**config.mk**
```make
export PLATFORM = sky130hd
export DESIGN_NAME = daqsp_port
export DESIGN_NICKNAME = d
export VERILOG_FILES = /design/src/daqsp_pkg.sv /design/src/daqsp_sync.sv /design/src/daqsp_port.sv
export SDC_FILE = /design/constraint.sdc
export NUM_CORES = 1
export LEC_CHECK = 0
export ABC_AREA = 1
export BUFFER_PORTS_ARGS = -buffer_cell sky130_fd_sc_hd__buf_2
export CAP_MARGIN = 20
export CORE_ASPECT_RATIO = 1.75
export CORE_MARGIN = 10
export CORE_UTILIZATION = 30
export CTS_BUF_LIST = sky130_fd_sc_hd__clkbuf_2
export CTS_CLUSTER_SIZE = 14
export DETAILED_ROUTE_END_ITERATION = 8
export HOLD_SLACK_MARGIN = 0.1
export PLACE_DENSITY_LB_ADDON = 0.2
export SYNTH_ARGS = -nofsm -noshare
export SYNTH_HDL_FRONTEND = slang
export SYNTH_HIERARCHICAL = 1
export SYNTH_SLANG_ARGS = --single-unit
```
**constraint.sdc**
```tcl
create_clock -name i_clk -period 2.5 [get_ports i_clk]
set_clock_uncertainty 0.2 [all_clocks]
set_input_delay 0.125 -clock i_clk [delete_from_list [all_inputs] [get_ports i_clk]]
set_output_delay 0.125 -clock i_clk [all_outputs]
set_load 0.01 [all_outputs]
```
**src/daqsp_pkg.sv**
```systemverilog
/*
  Shared constants for the serial register port of the data acquisition converter.
  Assumes a single 20 MHz system clock; pins are sampled by the port module.
*/
package daqsp_pkg;
  // system clock and reset pin timing
  localparam int unsigned CLK_HZ      = 20_000_000;
  localparam int unsigned RST_MIN_NS  = 50;
  localparam int unsigned RST_MIN_CYC = (RST_MIN_NS * (CLK_HZ / 1_000_000) + 999) / 1000;
  ////////////////////////////////////////////////////////////////////////////////
  // register addresses (instruction field is five bits)
  localparam logic [4:0] A_RES_LO = 5'h00;
  localparam logic [4:0] A_RES_HI = 5'h01;
  localparam logic [4:0] A_FAULT  = 5'h02;
  localparam logic [4:0] A_CTL    = 5'h03;
  localparam logic [4:0] A_GMX    = 5'h04;
  localparam logic [4:0] A_PST    = 5'h05;
  localparam logic [4:0] A_DIR    = 5'h06;
  localparam logic [4:0] A_REF    = 5'h07;
  localparam logic [4:0] A_SER    = 5'h18;
  localparam logic [4:0] A_ID     = 5'h1f;
  localparam logic [7:0] REG_RST  = 8'h00;
  // writable bits of each register
  localparam logic [7:0] M_CTL = 8'hef;
  localparam logic [7:0] M_GMX = 8'h7f;
  localparam logic [7:0] M_NIB = 8'h0f;
  localparam logic [7:0] M_REF = 8'h3f;
  ////////////////////////////////////////////////////////////////////////////////
  // instruction byte fields
  localparam int B_DIRECT = 7;
  localparam int B_RD     = 6;
  localparam int B_WIDE   = 5;
  localparam int B_ADR_HI = 4;
  // register fields
  localparam int B_BUSY   = 7;
  localparam int B_BIN    = 5;
  localparam int B_CDF_HI = 1;
  localparam int B_CDF_LO = 0;
  localparam int B_OSC    = 4;
  localparam int B_REFERENCE_ON   = 3;
  localparam int B_REFERENCE_BUFFER_ON   = 2;
  localparam int B_LVL_HI = 1;
  localparam int B_MSB_LO = 6;
  localparam int B_OVR    = 0;
  // serial config keeps each option twice, mirrored about the byte centre
  localparam int B_LSB_H  = 7;
  localparam int B_LSB_L  = 0;
  localparam int B_2W_H   = 6;
  localparam int B_2W_L   = 1;
  localparam int B_51_H   = 5;
  localparam int B_51_L   = 2;
  ////////////////////////////////////////////////////////////////////////////////
  // bit count and conversion length in conversion clock periods
  localparam logic [2:0] LAST_BIT   = 3'h7;
  localparam logic [4:0] CONV_CCLKS = 5'h10;
  // serial interface states
  typedef enum logic [4:0] {
    ST_OFF  = 5'b00001,
    ST_HUNT = 5'b00010,
    ST_CMD  = 5'b00100,
    ST_WR   = 5'b01000,
    ST_RD   = 5'b10000
  } daqsp_state_type;
endpackage

```
**src/daqsp_sync.sv**
```systemverilog
/*
  Three-stage pin synchroniser with agreement filter.
  Assumes inputs are asynchronous to i_clk; output moves once stages two and three agree.
*/
`timescale 1ns/10ps
`default_nettype none
module daqsp_sync #(
  parameter int           W  = 1,
  parameter logic [W-1:0] RV = '0
) (
  // clock and reset
  input  wire logic         i_clk,
  input  wire logic         i_nrst,
  // pins and filtered levels
  input  wire logic [W-1:0] i_async,
  output logic      [W-1:0] o_level
);
  logic [W-1:0] s1_q;
  logic [W-1:0] s2_q;
  logic [W-1:0] s3_q;
  wire  [W-1:0] agree = ~(s2_q ^ s3_q);

  // first stage feeds only the second; filter looks at stages two and three
  always_ff @(posedge i_clk or negedge i_nrst) begin
    if (!i_nrst) begin
      s1_q    <= RV;
      s2_q    <= RV;
      s3_q    <= RV;
      o_level <= RV;
    end else begin
      s1_q    <= i_async;
      s2_q    <= s1_q;
      s3_q    <= s2_q;
      o_level <= (agree & s3_q) | (~agree & o_level);
    end
  end
endmodule // daqsp_sync
`default_nettype wire

```
**src/daqsp_port.sv**
```systemverilog
/*
  Serial command and register port of the acquisition converter, with control
  registers and conversion sequencing. Assumes the host is the serial master and
  that the analog core supplies a result when a conversion ends.
*/
// Summary of operation
// RL1 - 8-bit write to address 0 resets device
// RL2 - every reset zeroes registers, stops osc, reference; chip select high zeroes none of them
// RL3 - reset write acts right after instruction byte
// RL4 - chip select high resets only serial logic
// RL5 - after reset write, next 1 resynchronises
// RL6 - host resyncs with thirty-nine zeros then one
// RL7 - eight instruction bits on active edges, pin-selected
// RL8 - host holds chip select low whole transfer
// RL9 - convert bit starts conversion on second fall
// RL10 - convert bit reads back conversion in progress
// RL11 - 16-bit write commits both bytes together
// RL12 - second byte address is address xor one
// RL13 - read data starts on next inactive edge
// RL14 - data moves on inactive edges; shared pin released
// RL15 - serial output floats only with select high
// RL16 - read captures state; then await new instruction
// RL17 - result registers hold low/high bits, overrange
// RL18 - conversion control: binary, readback, divider, test
// RL19 - pin direction and pin state registers
// RL20 - reference/oscillator register switches and level
// RL21 - serial config: bit order, wires, 8051
// RL22 - channel bits drive multiplexer, D2 polarity
// RL23 - direct instruction starts conversion, loads gain/channel
// RL24 - register instruction: read, width, address fields
// RL25 - top channel bit picks differential/single-ended
`timescale 1ns/10ps
`default_nettype none
module daqsp_port
  import daqsp_pkg::*;
#(
  parameter logic [7:0] ID_CODE = 8'h5a // arbitrary identification value
) (
  // clock and reset
  input  wire logic        i_clk,
  input  wire logic        i_nrst,
  // serial pins
  input  wire logic        i_sclk,
  input  wire logic        i_cs_n,
  input  wire logic        i_din,
  input  wire logic        i_edge_rise,
  output logic             o_din,
  output logic             o_din_oe,
  output logic             o_dout,
  output logic             o_dout_oe,
  // general purpose pins
  input  wire logic [3:0]  i_pin,
  output logic      [3:0]  o_pin,
  output logic      [3:0]  o_pin_oe,
  // analog core
  input  wire logic [13:0] i_conv_data,
  input  wire logic        i_overrange,
  input  wire logic [5:0]  i_fault_detail,
  output logic             o_conversion_clock_out,
  output logic             o_conv_start,
  output logic             o_conv_busy,
  output logic      [3:0]  o_channel_select,
  output logic      [2:0]  o_gain_select,
  output logic             o_oscillator_on,
  output logic             o_reference_on,
  output logic             o_reference_buffer_on,
  output logic      [1:0]  o_ref_level
);
  import daqsp_pkg::*;

  ////////////////////////////////////////////////////////////////////////////////
  // pin sampling
  logic [3:0] pin_lv;
  logic [3:0] gpin_lv;
  daqsp_sync #(.W(4), .RV(4'h2)) u_sync_ser (
    .i_clk   (i_clk),
    .i_nrst  (i_nrst),
    .i_async ({i_edge_rise, i_din, i_cs_n, i_sclk}),
    .o_level (pin_lv)
  );
  daqsp_sync #(.W(4), .RV(4'h0)) u_sync_pin (
    .i_clk   (i_clk),
    .i_nrst  (i_nrst),
    .i_async (i_pin),
    .o_level (gpin_lv)
  );

  daqsp_state_type st_q;
  logic       sclk_q;
  logic [2:0] bit_q;
  logic [7:0] rx_q;
  logic [7:0] b1_q;
  logic [7:0] tx_q;
  logic [4:0] addr_q;
  logic       wide_q;
  logic       second_q;
  logic       rel_q;
  logic [7:0] ctl_q;
  logic [7:0] gmx_q;
  logic [7:0] pst_q;
  logic [7:0] dir_q;
  logic [7:0] ref_q;
  logic [2:0] ser_q;
  logic [7:0] res_lo_q;
  logic [7:0] res_hi_q;
  logic [7:0] vld_q;
  logic [7:0] cdiv_q;
  logic       pend_q;
  logic       pfall_q;
  logic       busy_q;
  logic [4:0] ccnt_q;

  // active edge polarity follows the edge pin; edges ignored while deselected
  wire sclk_lv  = pin_lv[0];
  wire cs_lv    = pin_lv[1];
  wire din_lv   = pin_lv[2];
  wire rise_sel = pin_lv[3];
  wire sclk_chg = (sclk_lv != sclk_q) && !cs_lv;
  wire act_ev   = sclk_chg && (sclk_lv == rise_sel);       // RL7
  wire inact_ev = sclk_chg && (sclk_lv != rise_sel);
  wire lsb_1st  = ser_q[0];
  wire two_wire = ser_q[1];

  ////////////////////////////////////////////////////////////////////////////////
  // instruction and data decode
  wire [7:0] rx_nx    = lsb_1st ? {din_lv, rx_q[7:1]} : {rx_q[6:0], din_lv};
  wire       byte_end = act_ev && (bit_q == LAST_BIT);
  wire       cmd_done = (st_q == ST_CMD) && byte_end;      // RL7
  wire       direct   = rx_nx[B_DIRECT];                   // RL24
  wire [4:0] addr_nx  = rx_nx[B_ADR_HI:0];
  wire       rst_wr   = cmd_done && !direct && !rx_nx[B_RD]
                        && !rx_nx[B_WIDE] && (addr_nx == A_RES_LO); // RL1 RL3
  wire       dir_cmd  = cmd_done && direct;                // RL23
  wire       rd_cmd   = cmd_done && !direct && rx_nx[B_RD];
  wire       wr_cmd   = cmd_done && !direct && !rx_nx[B_RD] && !rst_wr;
  wire       wr_end   = (st_q == ST_WR) && byte_end;
  wire       commit   = wr_end && (!wide_q || second_q);   // RL11
  wire       rd_end   = (st_q == ST_RD) && byte_end;
  wire [4:0] pair     = {addr_q[4:1], ~addr_q[0]};         // RL12
  wire [7:0] wd_a     = wide_q ? b1_q : rx_nx;
  wire       w1       = commit;
  wire       w2       = commit && wide_q;
  wire       busy_any = pend_q || busy_q;

  // a commit hits the first address with byte one and the pair with byte two
  function automatic logic [1:0] hit(input logic [4:0] a);
    hit = {w2 && (pair == a), w1 && (addr_q == a)};
  endfunction

  wire [1:0] h_ctl = hit(A_CTL);
  wire [1:0] h_gmx = hit(A_GMX);
  wire [1:0] h_pst = hit(A_PST);
  wire [1:0] h_dir = hit(A_DIR);
  wire [1:0] h_ref = hit(A_REF);
  wire [1:0] h_ser = hit(A_SER);
  wire       go_wr = (h_gmx[0] && wd_a[B_BUSY]) || (h_gmx[1] && rx_nx[B_BUSY])
                     || (h_pst[0] && wd_a[B_BUSY]) || (h_pst[1] && rx_nx[B_BUSY]); // RL9
  wire       conv_go = go_wr || dir_cmd;                   // RL23
  wire [7:0] ser_wd  = h_ser[0] ? wd_a : rx_nx;

  ////////////////////////////////////////////////////////////////////////////////
  // read multiplexer; pins set as inputs show their sampled level
  wire [3:0] pin_rd = (dir_q[3:0] & pst_q[3:0]) | (~dir_q[3:0] & gpin_lv); // RL19
  wire [7:0] ser_rd = {ser_q[0], ser_q[1], ser_q[2], 2'h0, ser_q[2], ser_q[1], ser_q[0]};
  wire [7:0] hi_rd  = res_hi_q ^ {ctl_q[B_BIN], 7'h00};   // RL18

  function automatic logic [7:0] rmux(input logic [4:0] a);
    unique case (a)
      A_RES_LO: rmux = res_lo_q;
      A_RES_HI: rmux = hi_rd;
      A_FAULT:  rmux = vld_q;
      A_CTL:    rmux = ctl_q;
      A_GMX:    rmux = {busy_any, gmx_q[6:0]};             // RL10
      A_PST:    rmux = {busy_any, 3'h0, pin_rd};           // RL10
      A_DIR:    rmux = dir_q;
      A_REF:    rmux = ref_q;
      A_SER:    rmux = ser_rd;
      A_ID:     rmux = ID_CODE;
      default:  rmux = REG_RST;
    endcase
  endfunction

  wire [2:0] obit  = lsb_1st ? bit_q : 3'(LAST_BIT - bit_q);
  wire       tx_bit = tx_q[obit];

  ////////////////////////////////////////////////////////////////////////////////
  // serial state machine; chip select high parks it without touching registers
  always_ff @(posedge i_clk or negedge i_nrst) begin
    if (!i_nrst) begin
      st_q <= ST_OFF;
      sclk_q <= 1'b0;
      bit_q <= 3'h0;
      rx_q <= REG_RST;
      b1_q <= REG_RST;
      tx_q <= REG_RST;
      addr_q <= 5'h00;
      wide_q <= 1'b0;
      second_q <= 1'b0;
    end else begin
      sclk_q <= sclk_lv;
      if (cs_lv) begin
        st_q <= ST_OFF;                                    // RL4
        bit_q <= 3'h0;
        second_q <= 1'b0;
      end else begin
        if (act_ev) begin
          rx_q <= rx_nx;
          bit_q <= 3'(bit_q + 3'h1);
        end
        unique case (st_q)
          ST_OFF: begin
            st_q <= ST_CMD;
            bit_q <= 3'h0;
          end
          ST_HUNT: begin
            bit_q <= 3'h0;
            if (act_ev && din_lv) st_q <= ST_CMD;          // RL5
          end
          ST_CMD: begin
            if (rst_wr) st_q <= ST_HUNT;                   // RL3 RL5
            else if (wr_cmd) st_q <= ST_WR;
            else if (rd_cmd) begin
              st_q <= ST_RD;
              tx_q <= rmux(addr_nx);                       // RL16
            end
            if (cmd_done) begin
              addr_q <= addr_nx;
              wide_q <= rx_nx[B_WIDE];                     // RL24
              second_q <= 1'b0;
            end
          end
          ST_WR: begin
            if (wr_end && !commit) begin
              b1_q <= rx_nx;
              second_q <= 1'b1;
            end else if (commit) st_q <= ST_CMD;
          end
          ST_RD: begin
            if (rd_end && wide_q && !second_q) begin
              tx_q <= rmux(pair);                          // RL12 RL16
              second_q <= 1'b1;
            end else if (rd_end) st_q <= ST_CMD;           // RL16
          end
        endcase
      end
    end
  end

  // read data moves on inactive edges; the shared pin lets go one edge after the end
  always_ff @(posedge i_clk or negedge i_nrst) begin
    if (!i_nrst) begin
      o_dout <= 1'b0;
      o_dout_oe <= 1'b0;
      o_din <= 1'b0;
      o_din_oe <= 1'b0;
      rel_q <= 1'b0;
    end else begin
      o_dout_oe <= !cs_lv;                                 // RL15
      if (cs_lv) begin
        o_dout <= 1'b0;
        o_din_oe <= 1'b0;
        rel_q <= 1'b0;
      end else if (inact_ev) begin
        if (st_q == ST_RD) begin
          o_dout <= tx_bit;                                // RL13 RL14
          o_din <= tx_bit;
          o_din_oe <= two_wire;                            // RL13
        end else if (rel_q) begin
          o_din_oe <= 1'b0;                                // RL14
          rel_q <= 1'b0;
        end
      end else if (rd_end && (second_q || !wide_q)) rel_q <= 1'b1;
    end
  end

  ////////////////////////////////////////////////////////////////////////////////
  // control registers; both bytes of a pair land on the same edge
  always_ff @(posedge i_clk or negedge i_nrst) begin
    if (!i_nrst) begin
      ctl_q <= REG_RST;
      gmx_q <= REG_RST;
      pst_q <= REG_RST;
      dir_q <= REG_RST;
      ref_q <= REG_RST;
      ser_q <= 3'h0;
    end else if (rst_wr) begin
      ctl_q <= REG_RST;                                    // RL1 RL2
      gmx_q <= REG_RST;
      pst_q <= REG_RST;
      dir_q <= REG_RST;
      ref_q <= REG_RST;
      ser_q <= 3'h0;
    end else begin
      if (h_ctl[0]) ctl_q <= wd_a & M_CTL;                 // RL11 RL18
      else if (h_ctl[1]) ctl_q <= rx_nx & M_CTL;
      if (dir_cmd) gmx_q <= rx_nx & M_GMX;                 // RL23
      else if (h_gmx[0]) gmx_q <= wd_a & M_GMX;            // RL22
      else if (h_gmx[1]) gmx_q <= rx_nx & M_GMX;
      if (h_pst[0]) pst_q <= wd_a & M_NIB;                 // RL19
      else if (h_pst[1]) pst_q <= rx_nx & M_NIB;
      if (h_dir[0]) dir_q <= wd_a & M_NIB;                 // RL19
      else if (h_dir[1]) dir_q <= rx_nx & M_NIB;
      if (h_ref[0]) ref_q <= wd_a & M_REF;                 // RL20
      else if (h_ref[1]) ref_q <= rx_nx & M_REF;
      if (|h_ser) begin
        ser_q[0] <= ser_wd[B_LSB_H] | ser_wd[B_LSB_L];     // RL21
        ser_q[1] <= ser_wd[B_2W_H] | ser_wd[B_2W_L];
        ser_q[2] <= ser_wd[B_51_H] | ser_wd[B_51_L];
      end
    end
  end

  ////////////////////////////////////////////////////////////////////////////////
  // conversion clock: runs only with the oscillator on, halves per divider step
  wire [7:0] cdiv_lim = 8'((8'h01 << ctl_q[B_CDF_HI:B_CDF_LO]) - 8'h01);
  wire       ctick    = ref_q[B_OSC] && (cdiv_q == cdiv_lim);
  wire       fall_ev  = ctick && o_conversion_clock_out;
  wire       conv_end = busy_q && fall_ev && (ccnt_q == 5'(CONV_CCLKS - 5'h01));

  // start waits for the second falling conversion clock edge after the request
  always_ff @(posedge i_clk or negedge i_nrst) begin
    if (!i_nrst) begin
      cdiv_q <= 8'h00;
      o_conversion_clock_out <= 1'b0;
      pend_q <= 1'b0;
      pfall_q <= 1'b0;
      busy_q <= 1'b0;
      ccnt_q <= 5'h00;
      o_conv_start <= 1'b0;
    end else if (rst_wr) begin
      cdiv_q <= 8'h00;
      o_conversion_clock_out <= 1'b0;                      // RL2
      pend_q <= 1'b0;
      pfall_q <= 1'b0;
      busy_q <= 1'b0;
      ccnt_q <= 5'h00;
      o_conv_start <= 1'b0;
    end else begin
      o_conv_start <= 1'b0;
      cdiv_q <= (!ref_q[B_OSC] || ctick) ? 8'h00 : 8'(cdiv_q + 8'h01);
      if (ctick) o_conversion_clock_out <= !o_conversion_clock_out;
      if (conv_go && !busy_any) begin
        pend_q <= 1'b1;
        pfall_q <= 1'b0;
      end else if (pend_q && fall_ev) begin
        if (pfall_q) begin
          pend_q <= 1'b0;                                  // RL9
          busy_q <= 1'b1;
          ccnt_q <= 5'h00;
          o_conv_start <= 1'b1;
        end else pfall_q <= 1'b1;
      end else if (busy_q && fall_ev) begin
        ccnt_q <= 5'(ccnt_q + 5'h01);
        if (conv_end) busy_q <= 1'b0;
      end
    end
  end

  // results: low byte keeps the six low bits, a fixed zero and the overrange flag
  always_ff @(posedge i_clk or negedge i_nrst) begin
    if (!i_nrst) begin
      res_lo_q <= REG_RST;
      res_hi_q <= REG_RST;
      vld_q <= REG_RST;
    end else if (rst_wr) begin
      res_lo_q <= REG_RST;                                 // RL2
      res_hi_q <= REG_RST;
      vld_q <= REG_RST;
    end else if (conv_end) begin
      res_lo_q <= {i_conv_data[5:0], 1'b0, i_overrange};   // RL17
      res_hi_q <= i_conv_data[13:B_MSB_LO];                // RL17
      vld_q <= {2'h0, i_fault_detail};
    end
  end

  // outputs are slices of flops
  assign o_conv_busy = busy_q;
  assign o_channel_select = gmx_q[3:0];                    // RL22 RL25
  assign o_gain_select = gmx_q[6:4];
  assign o_oscillator_on = ref_q[B_OSC];                   // RL20
  assign o_reference_on = ref_q[B_REFERENCE_ON];
  assign o_reference_buffer_on = ref_q[B_REFERENCE_BUFFER_ON];
  assign o_ref_level = ref_q[B_LVL_HI:0];
  assign o_pin = pst_q[3:0];
  assign o_pin_oe = dir_q[3:0];
endmodule // daqsp_port
`default_nettype wire

```
==> reports/qor.yml <==
dp.final_hpwl_microns: 22800
synthCells: 1068
cts_buffers: 17
setup_ws_ns: 0.0513
worstPathMaxFanout: 8
grt_pass1_wl_microns: 45000
maxCapViolCount: 0
worst_slew_pin_slew_ns: 0.959
power_density_nw_per_um2: 611
yosys-top-cells-area: "dfrtp_1, nand2_1, o21ai_0"
synthArstFlopShare_pct: 100
whs_ns: 0.157
cts_tree: "done"
syn_area_per_cell_sq_um: 7.37
layout_min_cycle_time_ns: 2.45
min_period_over_period_pct: 97.9
vias_per_cell: 4.85
cts_sinks: 147
nets: 1330
cp.required_ns: 3.05
slew_headroom_pct: 35.4
cts_root_buffer: "clkbuf_2"
design_area_sq_um: 10400
antenna_found_initial: 1
dr.pass1.iters: 5
post-synth-top-area-cell: "dfrtp_1"
syn_nets: 1106
start_kind: "flop"
rsz0062_at_grt: "true"
place_ws_ns: 0.0241
areaGrowthSynthToFinish_pct: 32.2
clk_pin_slew_worst_paths_ns: 0.21
port_buffers: 57
cts_htree_levels: 4
detail-route-antenna-nets: 0
grt_pass1_vias: 8042
path_buf_inv: 3
vdd_drop_max_mv: 0.353
place_inst: 1523
p_leak_nw: 5.15
rows: 78
ys.flop_type: "dfrtp_1"
n_fill_cell: 2762
final_util_pct: 40.1
yosysSeqAreaShare_pct: 46.8
run_status: "complete, no violations"
die_h_microns: 234
endpoint_kind: "flop"
gp_congestion: 0.961
synth_top_area_share_pct: 45.1
synth_warnings: 6
syn_area_sq_um: 7880
drv_slew: 0
wirelength_microns: 29400
stdcell_count: 1626
cp_top_family: "simple AND/OR/NAND/NOR gates"
design_power_total_mw: 6.36
place_area_sq_um: 9270
num_vias: 7882
synth_cell_type_count: 42
cp_slowest_stage_delay_ns: 0.47
clk_latency_ns: 0.85
hold_class: "flop to flop"
fmax_mhz: 408
synth_edf_count: 0
wire_per_inst_microns: 18.1
start_util_pct: 30.3
track_usage_pct: 18.0
synth-seq-cells: 147
worst-setup-path-type: "flop to flop"
setup_viol: 0
max-clock-path-buffers: 2
grt_overflow: 0
timing.critical_path.cells: "inv_2, nand2_2, ha_4, nand2_2, o21ai_2, nor2_1, nand3_1, nor3_2, buf_4, nand4_1, nand2_4, buf_12, nand2_4, nand3_2, nand2_1"
yosysMostFrequentCell: "nand2_1"
chipWidth_microns: 142
coreArea_sq_um: 26000
drtIter0Drc: 488
grt_max_degree: 53
die_area_sq_um: 33400
setup_tns_ns: 0
drive_gt1_share_pct: 19.4
drc: 0
hold_viol: 0
cp_data_arrival_time_ns: 3.00
num_io_pins: 58
critPathSlowestCell: "dfrtp_1"
ys_top_cells_by_count: "nand2_1, dfrtp_1, nor2_1, inv_1, o21ai_0"
## power by group
part	switching (mW)	internal [mW]	total, mW
clock network	0.877	0.850	1.73
logic	1.25	0.771	2.02
registers	0.0914	2.52	2.61
total	2.22	4.14	6.36
## kinds of logic after synthesis
kind of cell	after synthesis	synth area share (%)
adder cells (fa/ha/maj)	7	1.11
buffers and inverters	146	7.47
AO/OA/AOI/OAI	184	12.7
flip-flops	147	46.8
XOR/XNOR	11	1.22
AND/OR/NAND/NOR	573	30.7
## final timing paths
path                       slack, ns  cells after the start            endpoint               start
max                             0.05                     15         o_conv_busy            ctl_q[1]
min                             0.16                      0  u_sync_pin/s2_q[2]  u_sync_pin/s1_q[2]
max reg2reg                     0.05                     15         o_conv_busy            ctl_q[1]
min reg2reg                     0.16                      0  u_sync_pin/s2_q[2]  u_sync_pin/s1_q[2]
max in group asynchronous       0.79                      6           async pin              i_nrst
min in group asynchronous       0.65                      5            pst_q[1]              i_nrst
## per-layer routing
metal / share of wire, % / up-vias / GRT usage [%]
li1: - / 3894 / -
met4: 5.6 / 0 / 11.2
met3: 3.2 / 67 / 3.36
met5: 0 / - / 0
met2: 55 / 174 / 33.8
met1: 36 / 3747 / 17.7
## cell type report
cell class / count / area, sq um / share of cell area (%)
well taps: 320 / 400 / 3.84
flip-flops and latches: 147 / 3690 / 35.4
inverters: 122 / 458 / 4.40
clock buffers: 19 / 95.1 / 0.913
clock inverters: 13 / 213 / 2.04
diodes: 1 / 2.50 / 0.0240
repair buffers: 229 / 1840 / 17.6
multi-input cells: 775 / 3720 / 35.7
## layout by cell type, fill, tap and decap left out, types with 6 or more instances in the layout
cell / instances
nand2_1: 322
dfrtp_1: 140
nor2_1: 117
inv_1: 112
buf_4: 104
o21ai_0: 96
nand3_1: 74
dlygate4sd3_1: 61
buf_2: 56
a21oi_1: 31
o21ai_1: 28
clkbuf_2: 19
nand4_1: 13
inv_2: 10
o211ai_1: 10
nand2_2: 9
xor2_1: 9
nor3_1: 7
nor2_2: 6
bufinv_16: 6
## worst register-to-register path: cells and delay by family, from the launching register on
family                     cells  cell delay (ns)
AOI/OAI and AO/OA              1             0.05
and+or+nand+nor               10             1.00
buffers and inverters          3             0.40
adders and majority gates      1             0.24
DFF                            1             0.47
## state kept, by name, summed over array words and instances, names as in the netlist, 6 cells and up, named ones only
name / flops
cdiv_q: 8
res_lo_q: 7
rx_q: 8
gmx_q: 7
b1_q: 8
res_hi_q: 8
ctl_q: 7
ref_q: 6
vld_q: 6
tx_q: 8
## what timing repair did
| action | CTS | global route |
|---|---|---|
| gates resized for setup | 1 | 36 |
| hold buffers | 62 | 0 |
| gates cloned | 0 | 1 |
| hold endpoints to repair | 176 | 0 |
| pin swaps | 0 | 8 |
| endpoints found under the setup margin | 10 | 64 |
| setup buffers | 0 | 7 |
Note: power is estimated with default switching activity, not from simulation.
